### config.mk
export PLATFORM = sky130hd
export DESIGN_NAME = wide_timer_ctrl
export DESIGN_NICKNAME = d
export VERILOG_FILES = /design/src/include/wide_timer_pkg.sv /design/src/rtl/wide_timer_ctrl.sv /design/src/rtl/wide_timer_prescaler.sv /design/src/rtl/wide_timer_edge_sync.sv
export SDC_FILE = /design/constraint.sdc
export NUM_CORES = 1
export LEC_CHECK = 0
export BUFFER_PORTS_ARGS = -buffer_cell sky130_fd_sc_hd__clkbuf_2
export CORE_MARGIN = 3
export CORE_UTILIZATION = 50
export CTS_CLUSTER_DIAMETER = 100
export DETAILED_ROUTE_END_ITERATION = 8
export MAX_ROUTING_LAYER = met4
export PLACE_DENSITY = 0.72
export SYNTH_ARGS = -nofsm -noshare
export SYNTH_HDL_FRONTEND = slang
export SYNTH_SLANG_ARGS = --single-unit
### constraint.sdc
create_clock -name mclk -period 6.85 [get_ports mclk]
set_clock_uncertainty 0.15 [all_clocks]
set_input_delay 1.0275 -clock mclk [delete_from_list [all_inputs] [get_ports mclk]]
set_output_delay 1.0275 -clock mclk [all_outputs]
set_load 0.05 [all_outputs]
### src/include/wide_timer_pkg.sv
// register map, field layout and APB bus types of the wide timer control block
package wide_timer_pkg;

  // register indices; each register sits at byte address 4 * index
  localparam logic [3:0] IDX_CONTROL     = 4'h2;
  localparam logic [3:0] IDX_RELOAD_LOW  = 4'h6;
  localparam logic [3:0] IDX_RELOAD_HIGH = 4'h7;
  localparam logic [3:0] IDX_CAPTURE_LOW = 4'h8;
  localparam logic [3:0] IDX_CAPTURE_HI  = 4'h9;
  localparam logic [3:0] IDX_IRQ_STATUS  = 4'ha;
  localparam logic [3:0] IDX_IRQ_MASK    = 4'hb;

  localparam int          ADDR_W = 12;
  localparam int          DATA_W = 32;

  // control register fields
  localparam int CTL_RUN      = 7;
  localparam int CTL_SINGLE   = 6;
  localparam int CTL_TIMEOUT  = 5;
  localparam int CTL_PRE_HI   = 4;
  localparam int CTL_PRE_LO   = 3;
  localparam int CTL_CAP_MASK = 2;
  localparam int CTL_TO_MASK  = 1;
  localparam int CTL_PIN_SEL  = 0;

  // interrupt status / mask fields
  localparam int IRQ_TIMEOUT  = 0;
  localparam int IRQ_CAPTURE  = 1;
  localparam int IRQ_W        = 2;

  localparam logic [7:0]  RESET_BYTE  = 8'h00;
  localparam logic [15:0] RESET_COUNT = 16'h0000;

  // prescale codes and the divisor mask (divisor minus one) for each
  localparam logic [1:0] PRE_DIV1 = 2'h0;
  localparam logic [1:0] PRE_DIV2 = 2'h1;
  localparam logic [1:0] PRE_DIV4 = 2'h2;
  localparam logic [1:0] PRE_DIV8 = 2'h3;
  localparam logic [2:0] MASK_DIV1 = 3'h0;
  localparam logic [2:0] MASK_DIV2 = 3'h1;
  localparam logic [2:0] MASK_DIV4 = 3'h3;
  localparam logic [2:0] MASK_DIV8 = 3'h7;

  typedef struct packed {
    logic              psel;
    logic              penable;
    logic              pwrite;
    logic [ADDR_W-1:0] paddr;
    logic [DATA_W-1:0] pwdata;
  } apb_req_s;

  typedef struct packed {
    logic [DATA_W-1:0] prdata;
    logic              pready;
    logic              pslverr;
  } apb_rsp_s;

  // byte address of a register index
  function automatic logic [ADDR_W-1:0] byte_addr(input logic [3:0] idx);
    byte_addr = {{(ADDR_W-6){1'b0}}, idx, 2'b00};
  endfunction : byte_addr

endpackage : wide_timer_pkg

### src/rtl/wide_timer_ctrl.sv
// wide timer control, reload and capture registers behind an apb slave
//
// The APB register port was decided locally.
`timescale 1ns/1ns

// What this block does
// (RL1) control bit 7 starts, stops, reports counting
// (RL2) bit 6: single pass or edge ignore
// (RL3) timeout flag bit 5, write one clears
// (RL4) bits 4:3 divide clock by 1/2/4/8
// (RL5) bit 2 gates the capture interrupt
// (RL6) bit 1 gates the timeout interrupt
// (RL7) bit 0 routes timer output to pin
// (RL8) high capture holds captured upper byte
// (RL9) low capture holds captured lower byte
// (RL10) high capture ignores writes, reads eight bits
// (RL11) low capture ignores writes, reads byte
// (RL12) high load byte read/write, reload upper
// (RL13) low load byte supplies reload lower
// (RL14) timeout raises flag, masked interrupt
module wide_timer_ctrl (
  input  wire logic                     mclk,
  input  wire logic                     rstn,
  input  wire wide_timer_pkg::apb_req_s apb_req,
  output wide_timer_pkg::apb_rsp_s      apb_rsp,
  input  wire logic                     demod_mode,
  input  wire logic                     capture_in,
  input  wire logic                     gpio_out,
  input  wire logic                     gpio_oe_n,
  output logic                          timer_output_pin,
  output logic                          timer_output_pin_oe_n,
  output logic                          irq
);
  import wide_timer_pkg::*;

  typedef struct packed {
    logic [7:0]        ctrl;
    logic [7:0]        reload_lo;
    logic [7:0]        reload_hi;
    logic [7:0]        cap_lo;
    logic [7:0]        cap_hi;
    logic [15:0]       count;
    logic              timer_out;
    logic [IRQ_W-1:0]  irq_status;
    logic [IRQ_W-1:0]  irq_mask;
    logic              pin_out;
    logic              pin_oe_n;
    logic [DATA_W-1:0] prdata;
    logic              pslverr;
  } ctrl_state_s;

  ctrl_state_s state_reg;
  ctrl_state_s state_next;

  logic              tick;
  logic              edge_pulse;
  logic              demod_sync1;
  logic              demod_sync2;
  logic              setup_phase;
  logic              wr_access;
  logic [3:0]        idx;
  logic              idx_ok;
  logic [DATA_W-1:0] rd_word;
  logic [15:0]       reload_word;
  logic              timeout_ev;
  logic              capture_ev;
  logic              start_wr;
  logic [IRQ_W-1:0]  irq_gate;

  wide_timer_prescaler u_prescaler (
    .mclk            (mclk),
    .rstn            (rstn),
    .prescale_select (state_reg.ctrl[CTL_PRE_HI:CTL_PRE_LO]),
    .tick            (tick)
  );

  wide_timer_edge_sync u_edge_sync (
    .mclk       (mclk),
    .rstn       (rstn),
    .async_in   (capture_in),
    .edge_pulse (edge_pulse)
  );

  // the mode strap comes from outside this clock domain
  always_ff @(posedge mclk or negedge rstn) begin
    if (!rstn) begin
      demod_sync1 <= 1'b0;
      demod_sync2 <= 1'b0;
    end else begin
      demod_sync1 <= demod_mode;
      demod_sync2 <= demod_sync1;
    end
  end

  // register index from a word-aligned byte address
  function automatic logic [3:0] addr_index(input logic [ADDR_W-1:0] addr);
    addr_index = addr[5:2];
  endfunction : addr_index

  function automatic logic addr_mapped(input logic [ADDR_W-1:0] addr);
    addr_mapped = (addr == byte_addr(IDX_CONTROL))     ||
                  (addr == byte_addr(IDX_RELOAD_LOW))  ||
                  (addr == byte_addr(IDX_RELOAD_HIGH)) ||
                  (addr == byte_addr(IDX_CAPTURE_LOW)) ||
                  (addr == byte_addr(IDX_CAPTURE_HI))  ||
                  (addr == byte_addr(IDX_IRQ_STATUS))  ||
                  (addr == byte_addr(IDX_IRQ_MASK));
  endfunction : addr_mapped

  assign setup_phase = apb_req.psel && !apb_req.penable;
  assign wr_access   = apb_req.psel && apb_req.penable && apb_req.pwrite && idx_ok;
  assign idx         = addr_index(apb_req.paddr);
  assign idx_ok      = addr_mapped(apb_req.paddr);
  assign reload_word = {state_reg.reload_hi, state_reg.reload_lo};           // [RL13]
  assign start_wr    = wr_access && (idx == IDX_CONTROL) &&
                       apb_req.pwdata[CTL_RUN] && !state_reg.ctrl[CTL_RUN];

  // events of the counting datapath
  assign timeout_ev = state_reg.ctrl[CTL_RUN] && tick && !start_wr &&
                      (state_reg.count == RESET_COUNT);
  assign capture_ev = state_reg.ctrl[CTL_RUN] && demod_sync2 && edge_pulse &&
                      !state_reg.ctrl[CTL_SINGLE];                           // [RL2]

  // read mux; capture bytes are read-only copies of the last capture
  always_comb begin
    rd_word = '0;
    if (idx == IDX_CONTROL) begin
      rd_word[7:0] = state_reg.ctrl;                                         // [RL1]
    end else if (idx == IDX_RELOAD_LOW) begin
      rd_word[7:0] = state_reg.reload_lo;
    end else if (idx == IDX_RELOAD_HIGH) begin
      rd_word[7:0] = state_reg.reload_hi;                                    // [RL12]
    end else if (idx == IDX_CAPTURE_LOW) begin
      rd_word[7:0] = state_reg.cap_lo;                                       // [RL11]
    end else if (idx == IDX_CAPTURE_HI) begin
      rd_word[7:0] = state_reg.cap_hi;                                       // [RL10]
    end else if (idx == IDX_IRQ_STATUS) begin
      rd_word[IRQ_W-1:0] = state_reg.irq_status;
    end else if (idx == IDX_IRQ_MASK) begin
      rd_word[IRQ_W-1:0] = state_reg.irq_mask;
    end
  end

  always_comb begin
    state_next = state_reg;

    // read data and error are latched in the setup cycle for the access phase
    if (setup_phase) begin
      state_next.prdata  = addr_mapped(apb_req.paddr) ? rd_word : '0;
      state_next.pslverr = !addr_mapped(apb_req.paddr);
    end

    // software writes; writes to the capture bytes are dropped
    if (wr_access) begin
      if (idx == IDX_CONTROL) begin
        state_next.ctrl[CTL_RUN]               = apb_req.pwdata[CTL_RUN];    // [RL1]
        state_next.ctrl[CTL_SINGLE]            = apb_req.pwdata[CTL_SINGLE];
        state_next.ctrl[CTL_PRE_HI:CTL_PRE_LO] =
          apb_req.pwdata[CTL_PRE_HI:CTL_PRE_LO];                             // [RL4]
        state_next.ctrl[CTL_CAP_MASK]          = apb_req.pwdata[CTL_CAP_MASK];
        state_next.ctrl[CTL_TO_MASK]           = apb_req.pwdata[CTL_TO_MASK];
        state_next.ctrl[CTL_PIN_SEL]           = apb_req.pwdata[CTL_PIN_SEL];
        if (apb_req.pwdata[CTL_TIMEOUT]) begin
          state_next.ctrl[CTL_TIMEOUT] = 1'b0;                               // [RL3]
        end
      end else if (idx == IDX_RELOAD_LOW) begin
        state_next.reload_lo = apb_req.pwdata[7:0];                          // [RL13]
      end else if (idx == IDX_RELOAD_HIGH) begin
        state_next.reload_hi = apb_req.pwdata[7:0];                          // [RL12]
      end else if (idx == IDX_IRQ_STATUS) begin
        state_next.irq_status = state_reg.irq_status & ~apb_req.pwdata[IRQ_W-1:0];
      end else if (idx == IDX_IRQ_MASK) begin
        state_next.irq_mask = apb_req.pwdata[IRQ_W-1:0];
      end
    end

    // counting: load on start, count down per prescaled tick
    if (start_wr) begin
      state_next.count = reload_word;
    end else if (state_reg.ctrl[CTL_RUN] && capture_ev) begin
      // a capture restarts the measurement of the next interval
      state_next.count = reload_word;
    end else if (state_reg.ctrl[CTL_RUN] && tick) begin
      if (timeout_ev) begin
        state_next.count = reload_word;
      end else begin
        state_next.count = state_reg.count - 16'h0001;
      end
    end

    if (capture_ev) begin
      state_next.cap_hi = state_reg.count[15:8];                             // [RL8]
      state_next.cap_lo = state_reg.count[7:0];                              // [RL9]
      state_next.irq_status[IRQ_CAPTURE] = 1'b1;
    end

    // hardware set wins over a software clear in the same cycle
    if (timeout_ev) begin
      state_next.ctrl[CTL_TIMEOUT]       = 1'b1;                             // [RL14]
      state_next.irq_status[IRQ_TIMEOUT] = 1'b1;
      if (!demod_sync2) begin
        state_next.timer_out = !state_reg.timer_out;
      end
      if (!demod_sync2 && state_reg.ctrl[CTL_SINGLE]) begin
        state_next.ctrl[CTL_RUN] = 1'b0;                                     // [RL2]
      end
    end

    // pin mux, registered so the pad sees no decode glitches
    if (state_reg.ctrl[CTL_PIN_SEL]) begin
      state_next.pin_out  = state_reg.timer_out;                             // [RL7]
      state_next.pin_oe_n = 1'b0;
    end else begin
      state_next.pin_out  = gpio_out;
      state_next.pin_oe_n = gpio_oe_n;
    end
  end

  always_ff @(posedge mclk or negedge rstn) begin
    if (!rstn) begin
      state_reg          <= '0;
      state_reg.pin_oe_n <= 1'b1;
    end else begin
      state_reg <= state_next;
    end
  end

  // both the status mask and the control mask bits gate each source
  assign irq_gate = {state_reg.ctrl[CTL_CAP_MASK],                           // [RL5]
                     state_reg.ctrl[CTL_TO_MASK]};                           // [RL6]
  assign irq      = |(state_reg.irq_status & state_reg.irq_mask & irq_gate);  // [RL14]

  assign apb_rsp                = '{prdata:  state_reg.prdata,
                                    pready:  1'b1,
                                    pslverr: state_reg.pslverr};
  assign timer_output_pin       = state_reg.pin_out;
  assign timer_output_pin_oe_n  = state_reg.pin_oe_n;

  logic wr_ctrl;
  logic div8_sel;
  assign wr_ctrl  = wr_access && (idx == IDX_CONTROL);
  assign div8_sel = state_reg.ctrl[CTL_PRE_HI:CTL_PRE_LO] == PRE_DIV8;
endmodule : wide_timer_ctrl

### src/rtl/wide_timer_prescaler.sv
// prescaler: one-cycle tick at system clock divided by 1, 2, 4 or 8
`timescale 1ns/1ns
module wide_timer_prescaler (
  input  wire logic       mclk,
  input  wire logic       rstn,
  input  wire logic [1:0] prescale_select,
  output logic            tick
);
  import wide_timer_pkg::*;

  typedef struct packed {
    logic [2:0] cnt;
  } pre_state_s;

  pre_state_s state_reg;
  pre_state_s state_next;
  logic [2:0] div_mask;

  always_comb begin
    case (prescale_select)
      PRE_DIV1: div_mask = MASK_DIV1;
      PRE_DIV2: div_mask = MASK_DIV2;
      PRE_DIV4: div_mask = MASK_DIV4;
      default:  div_mask = MASK_DIV8;
    endcase
    // free-running, so a new select takes effect within one divided period
    state_next     = state_reg;
    state_next.cnt = state_reg.cnt + 3'h1;
    tick           = ((state_reg.cnt & div_mask) == div_mask);
  end

  always_ff @(posedge mclk or negedge rstn) begin
    if (!rstn) begin
      state_reg <= '0;
    end else begin
      state_reg <= state_next;
    end
  end
endmodule : wide_timer_prescaler

### src/rtl/wide_timer_edge_sync.sv
// two-stage synchroniser for the capture input, with an any-edge pulse
`timescale 1ns/1ns
module wide_timer_edge_sync (
  input  wire logic mclk,
  input  wire logic rstn,
  input  wire logic async_in,
  output logic      edge_pulse
);
  typedef struct packed {
    logic meta;
    logic sync;
    logic prev;
  } sync_state_s;

  sync_state_s state_reg;
  sync_state_s state_next;

  always_comb begin
    state_next      = state_reg;
    state_next.meta = async_in;
    state_next.sync = state_reg.meta;
    state_next.prev = state_reg.sync;
    // only the second stage feeds the detector
    edge_pulse      = state_reg.sync ^ state_reg.prev;
  end

  always_ff @(posedge mclk or negedge rstn) begin
    if (!rstn) begin
      state_reg <= '0;
    end else begin
      state_reg <= state_next;
    end
  end
endmodule : wide_timer_edge_sync

* After elaboration in Yosys (flattened, before gate mapping) *
Index checks and enable logic that the tools add are counted.

cells by class
  add/sub/neg operators = 2
  equality and inequality tests = 23
  muxes and demuxes = 34
  bitwise operators = 11
  reduce and logical (&&, ||, !) cells = 46

operators with widths
  operator                                                                 count
  16-bit two-way mux                                                       5
  8-bit two-way mux                                                        9
  12-bit by 6-bit equality test with 1-bit output (second input constant)  4
  12-bit by 5-bit equality test with 1-bit output (second input constant)  2
  24-bit two-way mux                                                       1
  4-bit equality test (second input constant)                              4
  16-bit zero test                                                         1
  4-bit two-way mux                                                        4
  16-bit by 1-bit subtractor with 16-bit output (second input constant)    1
  1-bit logical AND                                                        15
  2-bit two-way mux                                                        7
  12-bit by 4-bit equality test with 1-bit output (second input constant)  1
  2-bit inequality test (second input constant)                            6
  2-bit nonzero test                                                       6
  5-bit AND reduction                                                      2
  3-bit one-hot mux with 3 select lines                                    1
  4-bit by 3-bit equality test with 1-bit output (second input constant)   2
  1-bit zero test                                                          7
  2-bit AND                                                                3
  1-bit logical OR                                                         6
  1-bit two-way mux                                                        6
  6-bit two-way mux                                                        1
  3-bit AND reduction                                                      2
  6-bit AND reduction                                                      1
  14 further kinds                                                         19

word-level totals
  flip-flop bits (word level) = 104
  input port bits = 53
  output and inout port bits = 37
  word-level logic and storage cells = 138

* Logic depth before layout (Yosys ltp) *
Gate-level depths: netlist of the first run.

  word-level depth = 18
  gate-level depth with buffers = 9
  depth with buffers taken out = 8

* Modules after synthesis *
From an unflattened synthesis of the first run, not the netlist that was laid out.

unflattened totals
  cells, all modules = 404
  area total of the unflattened synthesis = 4134.0 um^2

by module, submodules not included
  module                instances  cells each  area each (um^2)  seq. area each (um^2)
  wide_timer_ctrl       1          390         3930.0            1853.0
  wide_timer_prescaler  1          10          120.1             75.1
  wide_timer_edge_sync  1          4           83.8              75.1

* Least setup slack after synthesis of the first run *
OpenSTA, ideal clock, no wires.

  path kind = input port to flip-flop
  from = input apb_req[33] (netlist name)
  to = register state_reg (netlist bit reload_word[10])
  library setup time = 0.125 ns
  arrival time = 2.850 ns
  required time = 6.575 ns
  path slack = 3.725 ns
  stages on the path = 5
  path buffers = 0
  cell sequence = or4_1 -> nor3_4 -> nand2b_1 -> nor3b_2 -> mux2_2

on the way
  word-level cells in the longest chain between the ends = 9
  elaborated cells between the ends (all ways) = 15
  classes of those cells = eq/ne: 7; reduce/logical: 8

RTL lines
  item                                                                                                                line                                            source
  start, declared                                                                                                     wide_timer_ctrl.sv:24                           input wire wide_timer_pkg::apb_req_s apb_req,
  12-bit by 4-bit equality test with 1-bit output or 12-bit by 5-bit equality test with 1-bit output (tied branches)  wide_timer_ctrl.sv:101, wide_timer_ctrl.sv:102
  1-bit logical OR                                                                                                    wide_timer_ctrl.sv:101                          addr_mapped = (addr == byte_addr(IDX_CONTROL)) ||
  1-bit logical OR                                                                                                    wide_timer_ctrl.sv:102                          (addr == byte_addr(IDX_RELOAD_LOW)) ||
  1-bit logical OR                                                                                                    wide_timer_ctrl.sv:103                          (addr == byte_addr(IDX_RELOAD_HIGH)) ||
  1-bit logical OR                                                                                                    wide_timer_ctrl.sv:104                          (addr == byte_addr(IDX_CAPTURE_LOW)) ||
  1-bit logical OR                                                                                                    wide_timer_ctrl.sv:105                          (addr == byte_addr(IDX_CAPTURE_HI)) ||
  1-bit logical OR *                                                                                                  wide_timer_ctrl.sv:106                          (addr == byte_addr(IDX_IRQ_STATUS)) ||
  1-bit logical AND *                                                                                                 wide_timer_ctrl.sv:111                          assign wr_access = apb_req.psel && apb_req.penable && apb_req.pwrite && idx_ok;
  4-bit AND reduction (no line) *                                                                                     n/a
  end signal, assigned                                                                                                wide_timer_ctrl.sv:224                          state_reg <= state_next;
  end, declared                                                                                                       wide_timer_ctrl.sv:52                           ctrl_state_s state_reg;

Every way passes the cells marked *; elsewhere a longest branch is shown, timed or not.
A chain may end at the register's enable or synchronous reset.

* Worst setup path after layout of the first run *
  from = register state_reg[40] (netlist name)
  to = register state_reg[49] (netlist name)

on the way
  word-level cells in the longest chain between the ends = 6
  elaborated cells between the ends (all ways) = 7
  classes of those cells = add/sub: 1; mux: 4; reduce/logical: 2

RTL lines
  item                                                                                   line                    source
  branches (longest 2 deep; another with 16-bit by 1-bit subtractor with 16-bit output)  n/a
  16-bit two-way mux *                                                                   wide_timer_ctrl.sv:184  if (timeout_ev) begin
  16-bit two-way mux *                                                                   wide_timer_ctrl.sv:183  end else if (state_reg.ctrl[CTL_RUN] && tick) begin
  16-bit two-way mux *                                                                   wide_timer_ctrl.sv:180  end else if (state_reg.ctrl[CTL_RUN] && capture_ev) begin
  16-bit two-way mux *                                                                   wide_timer_ctrl.sv:178  if (start_wr) begin

Mark *: on every way between the ends. The select of a mux whose other input is x is not followed.

==> impl_metrics.tcl, run 1 <==
set metrics [dict create \
    status "finished clean" \
    power_density_nw_per_um2 198 \
    hp-class "reg -> reg" \
    finalCriticalPeriod_ns 3.62 \
    h-tree-depth 3 \
    start_util_pct 52.6 \
    cts_hold_buf 0 \
    reg2reg_from "state_reg[40]" \
    relSlewSlack_pct 34.7 \
    largest_reg_flops 43 \
    min-delay-start "u_edge_sync.state_next[1]" \
    reg2reg_slack_ns 3.23 \
    synth-seq-cells 80 \
    pin_count 90 \
    final_cell_mix "79 x dfrtp_1, 40 x mux2_2, 39 x clkbuf_2" \
    grt-ovfl-total 0 \
    ys_async_sr_fraction_pct 100 \
    rows 32 \
    fin_crit_sh_pct 52.9 \
    drv_cap 0 \
    cts_tree "yes" \
    cts_resized 0 \
    grt_start_max_net_pins 81 \
    hold_violations 0 \
    antenna_found_initial 0 \
    cts_inserted_buffers 9 \
    cp.arrival_ns 3.72 \
    layout_commonest_cell "dfrtp_1" \
    ys_types 61 \
    syn_inst 385 \
    numPortBuffers 40 \
    die_h_um 96.8 \
    core_area_um2 7850 \
    first_iter_violations 210 \
    whs_path_depth 0 \
    clockRootBuffer "clkbuf_8" \
    yosysSeqAreaShare_pct 48.6 \
    synth_top_area_cell "dfrtp_1" \
    clkLatencyLatePin_ns 0.35 \
    ys_warn_count 0 \
    worst-r2r-cell-count 8 \
    max_slew.worst_pin.slew_ns 0.980 \
    wl_mm 8.99 \
    hpwl_mm 6.62 \
    critPathLaunch "state_reg[40]" \
    layout-drive-gt1-share_pct 26.3 \
    dpl.cell_count 504 \
    cts_buffer_depth 2 \
    cellLeakagePower_uw 0.00214 \
    syn_area_um2 4120 \
    synth-main-ff-cell "dfrtp_1" \
    place.gp.congestion 0.927 \
    grt_usage_pct 20.3 \
    ir_worst_vdd_mv 0.0804 \
    area_growth_pct 7.25 \
    cp_max_fo 23 \
    drtPass1Iterations 5 \
    n_antenna_cell 0 \
    end_kind "register" \
    fin_tns_setup_ns 0 \
    grt_pass1_wl_mm 14.9 \
    finalSetupViolCount 0 \
    grt_pass1_vias 2888 \
    fin_nets 468 \
    via_per_inst 5.77 \
    r2r-end "state_reg[49]" \
    post_cts_buffers 0 \
    synth_area_leaders "dfrtp_1 48%, mux2_2 11%, buf_4 6.6%, nand2_1 3.4%, a21oi_1 2.5%" \
    die-area_um2 9370 \
    crit_required_ns 6.94 \
    rsz0062_at_grt "no" \
    clock_sinks 80 \
    synth.avg_cell_area_um2 10.7 \
    num_vias 2999 \
    wl_per_cell_um 17.3 \
    fmax_mhz 276 \
    hold_path_end "u_edge_sync.state_next[0]" \
    crit_type "reg -> reg" \
    post-route-drc-count 0 \
    critPathLaunchType "register" \
    synth_top_area_share_pct 47.9 \
    die_width_um 96.8 \
    fin_cells 520 \
    slew_violations 0 \
    clk_pin_slew_ns 0.08 \
    antenna_left 0 \
    synth_enable_flop_cells 0 \
]
==> layer usage <==
layer  vias to the layer above  GRT usage (%)  routed length, um
met3                        23           3.75                643
li1                       1398              -                  -
met4                         0           8.96                208
met5                         -              -                  0
met2                       129           30.8               4210
met1                      1449           26.9               3930
==> cells in the mapped netlist (all sizes together) (3+ instances only) <==
master	instances
nor3	10
a22oi	3
or4	4
buf	42
a21oi	21
o311ai	3
inv	11
nor4b	5
clkbuf	5
nand3	10
nand2	37
or3	3
nor2	18
nand2b	4
a221oi	4
o31ai	3
mux2i	3
a21boi	4
dfrtp	79
a211o	3
a41oi	3
mux2	40
nor2b	6
o21ai	16
a2bb2oi	4
and2	4
==> logic make-up (layout without fill, tap and decap cells) <==
| group | after synthesis | after routing | synth area share, % |
|---|---|---|---|
| AND/OR/NAND/NOR | 112 | 112 | 14.5 |
| AO/OA/AOI/OAI | 83 | 83 | 14.0 |
| flip-flops | 80 | 80 | 48.6 |
| buffers and inverters | 58 | 68 | 8.71 |
| multiplexers | 45 | 45 | 12.7 |
| XOR/XNOR | 3 | 3 | 0.637 |
| adder cells (fa/ha/maj) | 2 | 2 | 0.607 |
| other | 2 | 25 | 0.182 |
==> critical path, stage by stage (launching register included) <==
cell and delay (ns):
dfrtp_1 0.43, inv_1 0.08, ha_1 0.24, nor4b_1 0.63, nand3_1 0.24, a2111o_1 0.62
nand2_1 0.61, o21ai_0 0.21, a211o_1 0.31
==> report_power, final <==
part / internal, uW / switching, uW / leakage, uW / total (uW)
registers: 475 / 1.42 / 0.00105 / 476
clock network: 153 / 175 / 0.0000917 / 328
logic: 13.7 / 57.8 / 0.00100 / 71.4
total: 641 / 234 / 0.00214 / 876
==> worst max path at each step <==
stage	endpoint	slack (ns)	depth (start not counted)
floorplan	reload_word[10]	3.73	5
global placement	state_reg[49]	3.14	7
detailed placement	state_reg[49]	3.09	7
CTS	state_reg[49]	3.29	8
global route	state_reg[49]	2.99	8
finish	state_reg[49]	3.23	8
==> area by class of cell <==
class,instances,area [um^2]
Fill cell,675,3420
Sequential cell,80,2000
Multi-Input combinational cell,270,1850
Timing Repair Buffer,41,210
Clock buffer,11,151
Tap cell,102,128
Clock inverter,5,41.3
Inverter,11,41.3
==> metrics by stage <==
stage	total power, uW	util (%)	hold WS [ns]	setup WS (ns)	area [um^2]
floorplan	545	-	0.181	3.73	4210
global placement	556	53.9	0.181	3.14	4230
detailed placement	557	53.9	0.187	3.09	4230
CTS	881	56.4	0.207	3.29	4420
global route	910	56.4	0.210	2.99	4420
finish	876	56.4	0.203	3.23	4420
No activity file was read; power rests on OpenSTA's default activity.
==> run 2, diff against run 1 <==
- clock period: 6.85 -> 3.67 ns (I/O delays scaled with it)
==> impl_metrics.tcl, run 2 (synthesis results as in run 1) <==
set metrics [dict create \
    die_width_um 96.8 \
    worst-r2r-cell-count 10 \
    cts_tree "yes" \
    fmax_mhz 344 \
    crit_chain "inv_1, ha_1, nor4b_1, buf_4, nand3_1, a2111o_1, nand2_1, buf_4, nor3_1, a221o_1" \
    finalSetupViolCount 0 \
    max_stage_delay_ns 0.43 \
    start_util_pct 52.6 \
    pin_count 90 \
    fin_tns_setup_ns 0 \
    critPathLaunchType "register" \
    end_kind "register" \
    grt_pass1_wl_mm 15.1 \
    fin_nets 475 \
    max_slew.worst_pin.slew_ns 0.999 \
    place_area_um2 4280 \
    largest_reg_flops 43 \
    antenna_found_initial 0 \
    cts_hold_buf 0 \
    cts_inserted_buffers 9 \
    clock_sinks 80 \
    relSlewSlack_pct 33.4 \
    hpwl_mm 6.69 \
    finalCriticalPeriod_ns 2.91 \
    layout_commonest_cell "dfrtp_1" \
    clkLatencyLatePin_ns 0.36 \
    layout-drive-gt1-share_pct 27.5 \
    cpMostUsedCell "buf_4" \
    cts_buffer_depth 2 \
    rsz0062_at_grt "no" \
    hold_violations 0 \
    fin_cells 527 \
    seq_area_um2 2000 \
    slew_violations 0 \
    post_cts_buffers 0 \
    grt-ovfl-total 0 \
    cellLeakagePower_uw 0.00220 \
    fin_crit_sh_pct 79.2 \
    crit_slowest_cell "dfrtp_1" \
    timing.final.ws_setup_ns 0.764 \
    crit_type "reg -> reg" \
    numPortBuffers 40 \
    design_area_um2 4500 \
    via_per_inst 5.84 \
    status "finished clean" \
    grt_usage_pct 20.7 \
    dp_slack_ns 0.561 \
    cp.arrival_ns 3.00 \
    antenna_left 0 \
    clockRootBuffer "clkbuf_8" \
    h-tree-depth 3 \
    post-route-drc-count 0 \
    cts_resized 0 \
    grt_pass1_vias 2954 \
    final_cell_mix "79 x dfrtp_1, 40 x mux2_2, 39 x clkbuf_2" \
    clk_pin_slew_ns 0.08 \
    power_density_nw_per_um2 387 \
    die_h_um 96.8 \
    n_antenna_cell 0 \
    timing.hold.ws_ns 0.146 \
    first_iter_violations 201 \
    wl_mm 9.30 \
    crit_required_ns 3.76 \
    cp_max_fo 15 \
    core_area_um2 7850 \
    die-area_um2 9370 \
    multi_input_area_um2 1850 \
    place.gp.congestion 0.871 \
    drtPass1Iterations 5 \
    hp-class "in -> reg" \
    whs_path_depth 1 \
    area_growth_pct 9.19 \
    wl_per_cell_um 17.6 \
    drv_cap 0 \
    rows 32 \
    num_vias 3079 \
    fillerInstances 662 \
    grt_start_max_net_pins 81 \
    ir_worst_vdd_mv 0.171 \
    dpl.cell_count 511 \
]
## run 2: changes by cell type in the layout (fill, tap and decap cells not counted), sizes merged
cell	before	now
bufinv	0	2
clkinvlp	2	1
buf	2	9
clkbuf	50	49
## run 2: worst paths after layout
check / slack [ns] / start / endpoint
max: 0.76 / state_reg[40] / state_reg[41]
min: 0.15 / demod_mode / demod_sync1
max reg2reg: 0.76 / state_reg[40] / state_reg[41]
min reg2reg: 0.20 / u_edge_sync.state_next[1] / u_edge_sync.state_next[0]
max in group asynchronous: 2.52 / rstn / apb_rsp[4]
min in group asynchronous: 0.21 / rstn / demod_sync1
## run 2: routing by layer
layer | up-vias | track usage, % | wire length [um] | part of all wire, %
met5 | - | - | 0 | 0
met4 | 0 | 7.67 | 184 | 2.0
li1 | 1401 | - | - | -
met3 | 16 | 4.61 | 785 | 8.4
met1 | 1510 | 27.1 | 3940 | 42
met2 | 152 | 31.6 | 4390 | 47
## run 2: metrics by stage
step	util, %	power [uW]
finish	57.4	1740
global placement	54.6	1040
floorplan	-	1020
CTS	57.4	1750
global route	57.4	1800
detailed placement	54.6	1040
## run 2: worst max-delay path, delay by kind of cell, from the launching register on
kind,cells,cell delay [ns]
AND/OR/NAND/NOR,4,0.80
buffers and inverters,3,0.48
flip-flops,1,0.43
AO/OA/AOI/OAI,2,0.70
adder cells (fa/ha/maj),1,0.22
## run 2: power by group
group	total, uW	internal (uW)	switching (uW)
clock network	719	398	321
registers	888	886	2.53
logic	135	26.3	108
## run 2: cell type report
cell class / count / share of cell area [%]
clock buffer: 10 / 3.06
clock inverter: 6 / 1.83
inverter: 11 / 0.917
multi-input combinational: 270 / 41.0
sequential: 80 / 44.5
tap: 102 / 2.83
timing repair buffer: 48 / 5.83
==> run 3, diff against run 2 <==
- clock period: 3.67 -> 2.7 ns (I/O delays scaled with it)
==> impl_metrics.tcl, run 3 (synthesis results as in run 1) <==
set metrics [dict create \
    clockRootBuffer "clkbuf_8" \
    cp.arrival_ns 2.64 \
    design_area_um2 4720 \
    first_iter_violations 197 \
    reg2reg_slack_ns 0.20 \
    core_area_um2 7850 \
    final_cell_mix "79 x dfrtp_1, 40 x mux2_2, 39 x clkbuf_2" \
    end_kind "register" \
    numPortBuffers 40 \
    grt-ovfl-total 0 \
    fin_crit_sh_pct 92.4 \
    cts_buffer_depth 2 \
    worst-r2r-cell-count 9 \
    max_slew.worst_pin.slew_ns 0.592 \
    r2r-end "state_reg[55]" \
    drv_cap 0 \
    ir_worst_vdd_mv 0.205 \
    antenna_found_initial 0 \
    hp-class "in -> reg" \
    grt_usage_pct 21.6 \
    drtPass1Iterations 5 \
    fin_tns_setup_ns 0 \
    cts_tree "yes" \
    power_density_nw_per_um2 495 \
    cpLargestDelayFamily "compound AO/OA/AOI/OAI gates" \
    pin_count 90 \
    rsz0062_at_grt "no" \
    num_vias 3192 \
    slew_violations 0 \
    crit_slowest_cell "a2111o_1" \
    cts_inserted_buffers 9 \
    clkLatencyLatePin_ns 0.35 \
    hpwl_mm 7.18 \
    place.gp.congestion 0.898 \
    start_util_pct 52.6 \
    n_antenna_cell 0 \
    fmax_mhz 401 \
    min-delay-start "gpio_oe_n" \
    crit_required_ns 2.84 \
    layout_commonest_cell "dfrtp_1" \
    status "finished clean" \
    post-route-util_pct 60.2 \
    reg2reg_from "state_reg[40]" \
    critPathLaunch "state_reg[40]" \
    wl_mm 9.54 \
    post-route-drc-count 0 \
    hold_violations 0 \
    clock_sinks 80 \
    max_stage_delay_ns 0.47 \
    place_area_um2 4470 \
    area_growth_pct 14.5 \
    grt_pass1_vias 3099 \
    critPathLaunchType "register" \
    critPathBufInv 2 \
    crit_chain "inv_1, ha_1, nor4b_2, buf_4, nand3_1, a2111o_1, and2_2, a41oi_1, o22a_1" \
    p_total_uw 2340 \
    die_width_um 96.8 \
    fin_nets 500 \
    grt_start_max_net_pins 48 \
    crit_type "reg -> reg" \
    post_cts_buffers 0 \
    die_h_um 96.8 \
    finalCriticalPeriod_ns 2.50 \
    hold_path_end "timer_output_pin_oe_n" \
    h-tree-depth 3 \
    largest_reg_flops 43 \
    relSlewSlack_pct 60.5 \
    layout-drive-gt1-share_pct 31.6 \
    whs_path_depth 2 \
    antenna_left 0 \
    finalSetupViolCount 0 \
    rows 32 \
    cp_max_fo 12 \
    grt_pass1_wl_mm 15.8 \
    fillerInstances 666 \
    clk_pin_slew_ns 0.09 \
    wl_per_cell_um 17.3 \
    die-area_um2 9370 \
    cellLeakagePower_uw 0.00232 \
    via_per_inst 5.78 \
]
==> run 3: cell count changes in the layout (fill, tap and decap cells not counted), sizes merged <==
cell | before | now
buf | 9 | 31
inv | 11 | 15
dlygate4sd3 | 0 | 3
clkinv | 3 | 1
bufinv | 2 | 1
clkbuf | 49 | 48
==> run 3: metal layers <==
layer  wire length (um)  vias to the layer above  GRT usage, %  part of all wire (%)
met3                557                       18          3.60                   5.8
met1               4270                     1592          28.8                    45
met4                136                        0          6.48                   1.4
li1                   -                     1458             -                     -
met5                  0                        -             -                     0
met2               4570                      124          34.1                    48
==> run 3: how the worst max path moves through the flow <==
stage,endpoint,slack (ns),depth (start not counted)
final,state_reg[55],0.20,9
after global routing,state_reg[50],0.05,10
after CTS,state_reg[55],0.08,9
after detailed placement,state_reg[50],0.03,8
after global placement,state_reg[45],0.09,8
after floorplan,state_reg[49],0.19,9
==> run 3: final cells by class <==
cell class,instances,area (um^2),share of cell area (%)
Clock buffer,9,124,2.62
Timing Repair Buffer,73,483,10.2
Inverter,11,41.3,0.874
Multi-Input combinational cell,270,1860,39.3
Tap cell,102,128,2.70
Clock inverter,7,86.3,1.83
Sequential cell,80,2000,42.4
==> run 3: power by group <==
| group | total [uW] | switching [uW] | internal (uW) |
|---|---|---|---|
| clock | 936 | 488 | 448 |
| combinational | 196 | 150 | 46.6 |
| sequential | 1210 | 3.07 | 1200 |
| total | 2340 | 641 | 1700 |
==> run 3: timing repair <==
| action | 4_1_cts | 5_1_grt |
|---|---|---|
| endpoints found under the setup margin | 0 | 15 |
| endpoints found under the hold margin | 47 | 0 |
| resized for setup | 0 | 3 |
| hold buffers | 3 | 0 |
==> run 3: stage by stage <==
step / setup WS (ns) / hold WS, ns / instances
after floorplan: 0.192 / -0.0406 / 408
after global placement: 0.0917 / 0.184 / 533
after detailed placement: 0.0274 / 0.185 / 533
after CTS: 0.0813 / 0.0850 / 552
after global routing: 0.0478 / 0.0800 / 552
final: 0.204 / 0.0931 / 552
==> run 3: worst reg2reg max path, cell delays in order, from the launching register on <==
cell,delay [ns]
dfrtp_1,0.39
inv_1,0.06
ha_1,0.19
nor4b_2,0.20
buf_4,0.16
nand3_1,0.07
a2111o_1,0.47
and2_2,0.31
a41oi_1,0.28
o22a_1,0.17
